### src/shared/arct_pkg.sv
// Purpose: constants for the auto-reload capture timer
// Assumes: apb slave, 32-bit data, one word per register
// Notes: offsets are byte addresses
package arct_pkg;
  localparam logic [7:0] ARCT_OFS_CTRL = 8'h00;
  localparam logic [7:0] ARCT_OFS_CNTL = 8'h04;
  localparam logic [7:0] ARCT_OFS_CNTH = 8'h08;
  localparam logic [7:0] ARCT_OFS_RLDL = 8'h0C;
  localparam logic [7:0] ARCT_OFS_RLDH = 8'h10;
  localparam logic [7:0] ARCT_OFS_CLOCK_CONTROL_REG = 8'h14;
  localparam logic [7:0] ARCT_OFS_IEN = 8'h18;
  // control register fields
  localparam int ARCT_B_HOVF = 7;
  localparam int ARCT_B_LOVF = 6;
  localparam int ARCT_B_LIEN = 5;
  localparam int ARCT_B_CAPEN = 4;
  localparam int ARCT_B_SPLIT = 3;
  localparam int ARCT_B_RUN = 2;
  localparam int ARCT_B_XSEL = 0;
  // clock control fields
  localparam int ARCT_B_LSYS = 0;
  localparam int ARCT_B_HSYS = 1;
  // interrupt enable field
  localparam int ARCT_B_TIEN = 0;
  localparam logic [7:0] ARCT_RST_BYTE = 8'h00;
  localparam logic [3:0] ARCT_DIV_SYS = 4'hB;
  localparam logic [2:0] ARCT_DIV_EXT = 3'h7;
  typedef enum logic [1:0] {
    ARCT_SRC_SYS12 = 2'b00,
    ARCT_SRC_EXT8 = 2'b01,
    ARCT_SRC_SYS12B = 2'b10,
    ARCT_SRC_CMP = 2'b11
  } arct_src_t;
endpackage

### src/design/arct_sync.sv
// Purpose: two-stage synchroniser with rising-edge pulse
// Assumes: d is asynchronous to clk
// Notes: edge detect compares the second stage with registered q
`timescale 1ns/1ps
module arct_sync (
  input wire logic pclk, // clock
  input wire logic presetn, // async reset, active low
  input wire logic d, // async level
  output logic q, // synchronised level
  output logic rise // one-cycle pulse on rise
);
  logic s1_r;
  logic s2_r;
  always_ff @(posedge pclk or negedge presetn) begin
    if (!presetn) begin
      s1_r <= 1'b0;
      s2_r <= 1'b0;
      q <= 1'b0;
    end else begin
      s1_r <= d;
      s2_r <= s1_r;
      q <= s2_r;
    end
  end
  assign rise = s2_r & ~q;
endmodule

### src/design/arct_timer.sv
// Purpose: 16-bit / dual 8-bit auto-reload timer with capture mode
// Assumes: apb slave on pclk; ext_osc and cmp_out asynchronous
// Notes: flags cleared only by software writes; set wins
// Contract
// - count held as low and high bytes
// - split clear gives one 16-bit auto-reload counter
// - 16-bit wrap reloads and sets high flag; with capture enable set the count wraps to zero, no reload
// - 16-bit overflow interrupts when timer enabled
// - low-byte wrap interrupts when low enable too
// - four count clock sources
// - external sources synchronised before use
// - split set gives two 8-bit reload timers
// - split run bit gates only high half
// - per-half system_clock select, else external select
// - split mode sets each half's flag
// - split interrupts on high, either with enable
// - hardware never clears flags; software does
// - capture enable selects capture mode
// - capture on comparator rise or ext/8
// - capture copies count to reload, sets flag
// - low flag set on every low wrap
//
// Added by the designer: the register addresses and register access over APB.
`timescale 1ns/1ps
module arct_timer (
  input wire logic pclk, // system clock
  input wire logic presetn, // async reset, active low
  input wire logic psel, // apb select
  input wire logic penable, // apb enable
  input wire logic pwrite, // apb direction
  input wire logic [7:0] paddr, // apb byte address
  input wire logic [31:0] pwdata, // apb write data
  output logic [31:0] prdata, // apb read data
  output logic pready, // apb ready
  output logic pslverr, // apb error on unmapped
  input wire logic ext_osc, // external oscillator, async
  input wire logic cmp_out, // comparator output, async
  output logic irq // timer interrupt request, level
);
  import arct_pkg::*;

  logic [7:0] cnt_lo_r, cnt_hi_r, rld_lo_r, rld_hi_r;
  logic hovf_r, lovf_r, lien_r, capen_r, split_r, run_r;
  logic [1:0] xsel_r;
  logic lsys_r, hsys_r, tien_r;
  logic [3:0] div12_r;
  logic [2:0] div8_r;
  logic sys12_tick, ext8_tick, ext_rise, cmp_rise;
  logic lo_tick, hi_tick, lo_wrap, hi_wrap, cap_ev, wide_wrap;
  logic acc, wr, mapped;

  assign acc = psel & penable;
  assign wr = acc & pwrite;
  assign mapped = (paddr <= ARCT_OFS_IEN) && (paddr[1:0] == 2'b00);

  // level outputs unused: only rising edges advance or capture
  arct_sync u_ext (
    .pclk(pclk), .presetn(presetn), .d(ext_osc), .q(), .rise(ext_rise)
  );
  arct_sync u_cmp (
    .pclk(pclk), .presetn(presetn), .d(cmp_out), .q(), .rise(cmp_rise)
  );

  // prescalers: system_clock/12 and synchronised ext/8
  always_ff @(posedge pclk or negedge presetn) begin
    if (!presetn) begin
      div12_r <= 4'h0;
    end else if (div12_r == ARCT_DIV_SYS) begin
      div12_r <= 4'h0;
    end else begin
      div12_r <= div12_r + 4'h1;
    end
  end
  assign sys12_tick = (div12_r == ARCT_DIV_SYS);

  // ext/8 counts synchronised rises only, never raw edges
  always_ff @(posedge pclk or negedge presetn) begin
    if (!presetn) begin
      div8_r <= 3'h0;
    end else if (ext_rise) begin
      div8_r <= div8_r + 3'h1;
    end
  end
  assign ext8_tick = ext_rise && (div8_r == ARCT_DIV_EXT);

  function automatic logic sel_tick(input logic sys_sel, input logic [1:0] xs,
                                    input logic t12, input logic t8, input logic tc);
    logic r;
    r = 1'b0;
    if (sys_sel) begin
      r = 1'b1;
    end else begin
      case (arct_src_t'(xs))
        ARCT_SRC_SYS12: r = t12;
        ARCT_SRC_EXT8: r = t8;
        ARCT_SRC_SYS12B: r = t12;
        ARCT_SRC_CMP: r = tc;
        default: r = 1'b0;
      endcase
    end
    return r;
  endfunction

  logic lsrc, hsrc;
  assign lsrc = sel_tick(lsys_r, xsel_r, sys12_tick, ext8_tick, cmp_rise);
  assign hsrc = sel_tick(hsys_r, xsel_r, sys12_tick, ext8_tick, cmp_rise);
  // in 16-bit mode low half clock drives both bytes
  assign lo_tick = split_r ? lsrc : (lsrc & run_r);
  assign hi_tick = split_r ? (hsrc & run_r) : 1'b0;
  assign lo_wrap = lo_tick && (cnt_lo_r == 8'hFF);
  assign wide_wrap = !split_r && lo_wrap && (cnt_hi_r == 8'hFF);
  assign hi_wrap = split_r ? (hi_tick && (cnt_hi_r == 8'hFF)) : wide_wrap;
  // capture event: xsel bit1 clear picks comparator, set picks ext/8
  assign cap_ev = capen_r && (xsel_r[1] ? ext8_tick : cmp_rise);

  logic wr_cntl, wr_cnth, wr_rldl, wr_rldh, wr_ctrl;
  assign wr_cntl = wr && paddr == ARCT_OFS_CNTL;
  assign wr_cnth = wr && paddr == ARCT_OFS_CNTH;
  assign wr_rldl = wr && paddr == ARCT_OFS_RLDL;
  assign wr_rldh = wr && paddr == ARCT_OFS_RLDH;
  assign wr_ctrl = wr && paddr == ARCT_OFS_CTRL;

  // low count byte
  always_ff @(posedge pclk or negedge presetn) begin
    if (!presetn) begin
      cnt_lo_r <= ARCT_RST_BYTE;
    end else if (wr_cntl) begin
      cnt_lo_r <= pwdata[7:0];
    end else if (lo_tick) begin
      if (wide_wrap && !capen_r) begin
        cnt_lo_r <= rld_lo_r;
      end else if (split_r && lo_wrap) begin
        cnt_lo_r <= rld_lo_r;
      end else begin
        cnt_lo_r <= cnt_lo_r + 8'h01;
      end
    end
  end

  // high count byte
  always_ff @(posedge pclk or negedge presetn) begin
    if (!presetn) begin
      cnt_hi_r <= ARCT_RST_BYTE;
    end else if (wr_cnth) begin
      cnt_hi_r <= pwdata[7:0];
    end else if (split_r) begin
      if (hi_tick) begin
        cnt_hi_r <= (cnt_hi_r == 8'hFF) ? rld_hi_r : cnt_hi_r + 8'h01;
      end
    end else if (lo_wrap) begin
      cnt_hi_r <= (wide_wrap && !capen_r) ? rld_hi_r : cnt_hi_r + 8'h01;
    end
  end

  // reload pair: software or capture
  always_ff @(posedge pclk or negedge presetn) begin
    if (!presetn) begin
      rld_lo_r <= ARCT_RST_BYTE;
      rld_hi_r <= ARCT_RST_BYTE;
    end else if (cap_ev) begin
      rld_lo_r <= cnt_lo_r;
      rld_hi_r <= cnt_hi_r;
    end else begin
      if (wr_rldl) begin
        rld_lo_r <= pwdata[7:0];
      end
      if (wr_rldh) begin
        rld_hi_r <= pwdata[7:0];
      end
    end
  end

  // flags: set by hardware, cleared only by software write, set wins
  always_ff @(posedge pclk or negedge presetn) begin
    if (!presetn) begin
      hovf_r <= 1'b0;
      lovf_r <= 1'b0;
    end else begin
      if (hi_wrap || cap_ev) begin
        hovf_r <= 1'b1;
      end else if (wr_ctrl) begin
        hovf_r <= pwdata[ARCT_B_HOVF];
      end
      if (lo_wrap) begin
        lovf_r <= 1'b1;
      end else if (wr_ctrl) begin
        lovf_r <= pwdata[ARCT_B_LOVF];
      end
    end
  end

  // control bits
  always_ff @(posedge pclk or negedge presetn) begin
    if (!presetn) begin
      lien_r <= 1'b0;
      capen_r <= 1'b0;
      split_r <= 1'b0;
      run_r <= 1'b0;
      xsel_r <= 2'b00;
      lsys_r <= 1'b0;
      hsys_r <= 1'b0;
      tien_r <= 1'b0;
    end else begin
      if (wr_ctrl) begin
        lien_r <= pwdata[ARCT_B_LIEN];
        capen_r <= pwdata[ARCT_B_CAPEN];
        split_r <= pwdata[ARCT_B_SPLIT];
        run_r <= pwdata[ARCT_B_RUN];
        xsel_r <= pwdata[ARCT_B_XSEL+:2];
      end
      if (wr && paddr == ARCT_OFS_CLOCK_CONTROL_REG) begin
        lsys_r <= pwdata[ARCT_B_LSYS];
        hsys_r <= pwdata[ARCT_B_HSYS];
      end
      if (wr && paddr == ARCT_OFS_IEN) begin
        tien_r <= pwdata[ARCT_B_TIEN];
      end
    end
  end

  // interrupt level from flags
  always_ff @(posedge pclk or negedge presetn) begin
    if (!presetn) begin
      irq <= 1'b0;
    end else begin
      irq <= tien_r && (hovf_r || (lien_r && lovf_r));
    end
  end

  // apb: one wait-free access, read data registered in setup
  // unmapped offsets read zero and flag pslverr
  logic [31:0] rd_mux;
  always_comb begin
    rd_mux = 32'h0000_0000;
    case (paddr)
      ARCT_OFS_CTRL: rd_mux[7:0] = {hovf_r, lovf_r, lien_r, capen_r, split_r, run_r, xsel_r};
      ARCT_OFS_CNTL: rd_mux[7:0] = cnt_lo_r;
      ARCT_OFS_CNTH: rd_mux[7:0] = cnt_hi_r;
      ARCT_OFS_RLDL: rd_mux[7:0] = rld_lo_r;
      ARCT_OFS_RLDH: rd_mux[7:0] = rld_hi_r;
      ARCT_OFS_CLOCK_CONTROL_REG: rd_mux[1:0] = {hsys_r, lsys_r};
      ARCT_OFS_IEN: rd_mux[0] = tien_r;
      default: rd_mux = 32'h0000_0000;
    endcase
  end

  always_ff @(posedge pclk or negedge presetn) begin
    if (!presetn) begin
      prdata <= 32'h0000_0000;
      pready <= 1'b0;
      pslverr <= 1'b0;
    end else begin
      pready <= psel & ~penable;
      pslverr <= psel & ~penable & ~mapped;
      if (psel && !penable) begin
        prdata <= rd_mux;
      end
    end
  end
endmodule

### config.mk
export PLATFORM = sky130hd
export DESIGN_NAME = arct_timer
export DESIGN_NICKNAME = d
export VERILOG_FILES = /design/src/shared/arct_pkg.sv /design/src/design/arct_sync.sv /design/src/design/arct_timer.sv
export SDC_FILE = /design/constraint.sdc
export NUM_CORES = 1
export LEC_CHECK = 0
export ABC_AREA = 1
export BUFFER_PORTS_ARGS = -buffer_cell sky130_fd_sc_hd__buf_2
export CORE_MARGIN = 4
export CORE_UTILIZATION = 55
export CTS_CLUSTER_DIAMETER = 100
export DETAILED_ROUTE_END_ITERATION = 16
export GPL_ROUTABILITY_DRIVEN = 0
export PLACE_DENSITY = 0.8
export SLEW_MARGIN = 20
export SYNTH_ARGS = -nofsm -noshare
export SYNTH_HDL_FRONTEND = slang
export SYNTH_SLANG_ARGS = --single-unit
### constraint.sdc
create_clock -name pclk -period 1.9 [get_ports pclk]
set_input_delay 0.38 -clock pclk [delete_from_list [all_inputs] [get_ports pclk]]
set_output_delay 0.38 -clock pclk [all_outputs]
set_load 0.05 [all_outputs]
==> results.md <==
* DR vias/cell at 5.578
* Power density over the cells at 1018 nW/µm²
* Hold Slack at -0.01557 ns
* Largest net degree at the start of global routing at 27
* Fillers at 600
* WL/cell at 15.53 µm
* Simple-Gate Fraction of Synth Area at 30.99%
* Dpl ws at 0.04938 ns
* CTS Buf Count at 9
* Final Worst Setup Slack at 0.08995 ns
* Final ANT Viol Nets at 0
* DR WL met3 at 1035 µm
* Adder-cell share of the synthesized area at 1.556%
* Mux cell area share after synthesis at 0.2800%
* Cell variety after synth at 42
* Critical path required time at 2.15 ns
* DR top layer: met4
* CTS root buf: clkbuf_8
* Status: complete, but fails checks
* RSZ-0062 raised after global routing: true
* Chip width at 93.51 µm
* Drt pass-1 iters at 6
* Failing checks: hold timing
* Detailed Route WL at 10520 µm
* EDFF count, synth at 0
* Asr flop ratio synth at 100.0%
* Min-Delay Path Class: input pin to async pin
* Endpoints failing setup at 0
* Main combinational cell family by area after synthesis: simple AND/OR/NAND/NOR gates
* Post-synthesis cell area at 4021 µm²
* Grt ovf at 0
* Hold-fix buffers, CTS at 0
* # rows at 30
* Yosys top cell area share at 41.69%
* Chip Height at 93.51 µm
* First-pass GRT wire length at 16650 µm
* Clock skew at 0.01437 ns
* I/O pins at 82
* Synth warnings at 0
* Share of layout cells above drive strength 1 at 21.34%
* R2r setup slk at 0.09 ns
* FMAX at 0.5525 GHz
* Layout area overhead at 13.57%
* Vias in the first global route at 3411
* Total die area at 8743 µm²
* RR Endpoint: rld_hi_r[2]
* Final Core Density at 65.77%
* Mapped Cells at 524
* Slew @ Worst Pin at 0.5131 ns
* Reg2reg start: div8_r[0]
* Tcrit/Tclk final at 95.27%
* Hold Vio Cnt, Final at 5
* Final layout net count at 628
* Seq/Total Area, Yosys at 41.69%
* Area leader, netlist: dfrtp_1
* Max_cap viols at 0
* Clock net sink count at 67
* Startpoint types: register
* Slew margin rel. at 65.80%
* Compound-cell area share of the yosys netlist at 11.05%
* Worst-Skew Late Latency at 0.35 ns
* WS Path Type: register to register
* Syn_area_per_cell at 7.674 µm²
* Buffers on Ports at 33
* TNS Setup at 0 ns
* Antenna diode count at 0
* Clock Pin Slew Worst Setup and Hold Paths at 0.08 ns
* Synthesis-stage register bit count at 67
* Core Region at 6944 µm²
* GRT Resource Usage Total at 24.75%
* Critical-path maximum fanout at 8
* Synth top cells by count: nand2_1 (154), dfrtp_1 (67), inv_1 (50), nand3_1 (39), nor2_1 (35)
* Crit. End Element: register
* Maximum clock insertion buffer count at 2
* Placed wire-length estimate at 8023 µm
* Synth area leaders: dfrtp_1 (42%), nand2_1 (14%), nand3_1 (4.9%)
* Ys flop type: dfrtp_1
* Max-slew violations at 0
* Count leader, synth: nand2_1
* Vias at 3776
* Cell depth of the worst flop-to-flop path at 10
* Met2 WL at 4804 µm
* Drt drc at 0
* Pleak at 2.341 nW
* Antenna violations before repair at 0
* Worst VDD drop at 0.0006575 V
* H-tree Lvls at 3
* Initial core utilization at 57.91%
* Tmin final at 1.810 ns
* XOR/XNOR Fraction of Synth Area at 2.396%
* CTS tree: built
* Worst Path Arrival at 2.06 ns
* WL met1 at 4352 µm
* Iter 0 DRT Violations at 371
area by class of cell:
class | instances | area [µm²] | share of cell area (%)
Tap cell | 96 | 120.1 | 2.630
Sequential cell | 67 | 1677 | 36.71
Inverter | 69 | 264.0 | 5.781
Clock buffer | 9 | 123.9 | 2.712
Multi-Input combinational cell | 381 | 2003 | 43.86
Timing Repair Buffer | 48 | 302.8 | 6.630
Clock inverter | 7 | 76.32 | 1.671
flip-flops by register name, summed over array words and instances, names as in the netlist, 2 cells and up:
signal and flops:
div12_r 4, cnt_hi_r 8, cnt_lo_r 8, prdata 8
rld_hi_r 8, xsel_r 2, rld_lo_r 8, div8_r 3
per-stage QoR:
step	std cells	total power, W	hold slack, ns	instance area [µm²]
2_1_floorplan	547	0.003017	0.08441	4108
3_3_place_gp	659	0.003359	0.3326	4304
3_5_place_dp	659	0.003422	0.3396	4304
4_1_cts	675	0.004628	0.0002487	4504
5_1_grt	677	0.004906	0.01892	4567
6_report	677	0.004647	-0.01557	4567
where the power goes:
part	internal [W]	total, W	switching (W)
clock network	0.000612	0.00121	0.000594
logic	0.000496	0.00140	0.000901
registers	0.00176	0.00204	0.000287
worst max path at each step:
stage / startpoint / to / slack, ns
after detailed placement: cnt_lo_r[0] / cnt_lo_r[5] / 0.05
after global routing: div12_r[0] / cnt_lo_r[5] / 0.001
after global placement: cnt_lo_r[0] / cnt_lo_r[3] / 0.11
final: div8_r[0] / rld_hi_r[2] / 0.09
after floorplan: div8_r[0] / cnt_hi_r[4] / 0.28
after CTS: cnt_lo_r[0] / cnt_lo_r[5] / 0.003
what timing repair did:
item                                    4_1_cts  5_1_grt
endpoints found under the setup margin        0       21
buffers inserted                              0        1
resized for setup                             0       10
cells in the final DEF (no fill, tap or decap), types with 2 or more instances in the layout:
cell type   instances
buf_2              33
nor2_8              2
buf_12              2
o21ai_0            13
nand3_1            38
xor2_1             10
a31oi_1             5
clkbuf_8            9
or2_2               2
o21ai_2             2
ha_2                2
nor2_4              5
a41oi_1             2
ha_1                3
o21ai_1             9
nor3_1              4
dfrtp_1            67
buf_4              13
inv_4               2
conb_1             24
inv_1              50
nor2_1             34
clkinv_4            2
nand2_2             7
nand3_4             3
a22oi_1             3
nor2_2              9
clkinvlp_4          2
o211ai_1            4
a21oi_1            15
nand3_2             4
inv_2              17
o22ai_1             6
o221ai_1            7
nand2_1           154
nand4_1             4
kinds of logic (layout without fill, tap and decap cells):
logic type / count (synthesis) / after routing
buf+inv: 100 / 133
fa+ha+maj: 5 / 5
simple gates: 269 / 270
other cells: 1 / 24
xor+xnor: 11 / 11
mux: 1 / 1
compound gates: 70 / 70
flops: 67 / 67
critical path, stage by stage (launching register included):
cell	delay (ns)
dfrtp_1	0.40
ha_1	0.20
ha_1	0.21
nand2_1	0.07
nand2_1	0.08
nand2_4	0.15
buf_4	0.17
nand2_1	0.13
inv_2	0.12
nand2_1	0.06
o311ai_1	0.08
per-layer routing:
layer | GRT usage, % | vias up
li1 | - | 1749
met1 | 33.04 | 1780
met2 | 39.07 | 219
met3 | 5.310 | 28
met4 | 10.01 | 0
met5 | 0 | -
Note: power is estimated with default switching activity, not from simulation.
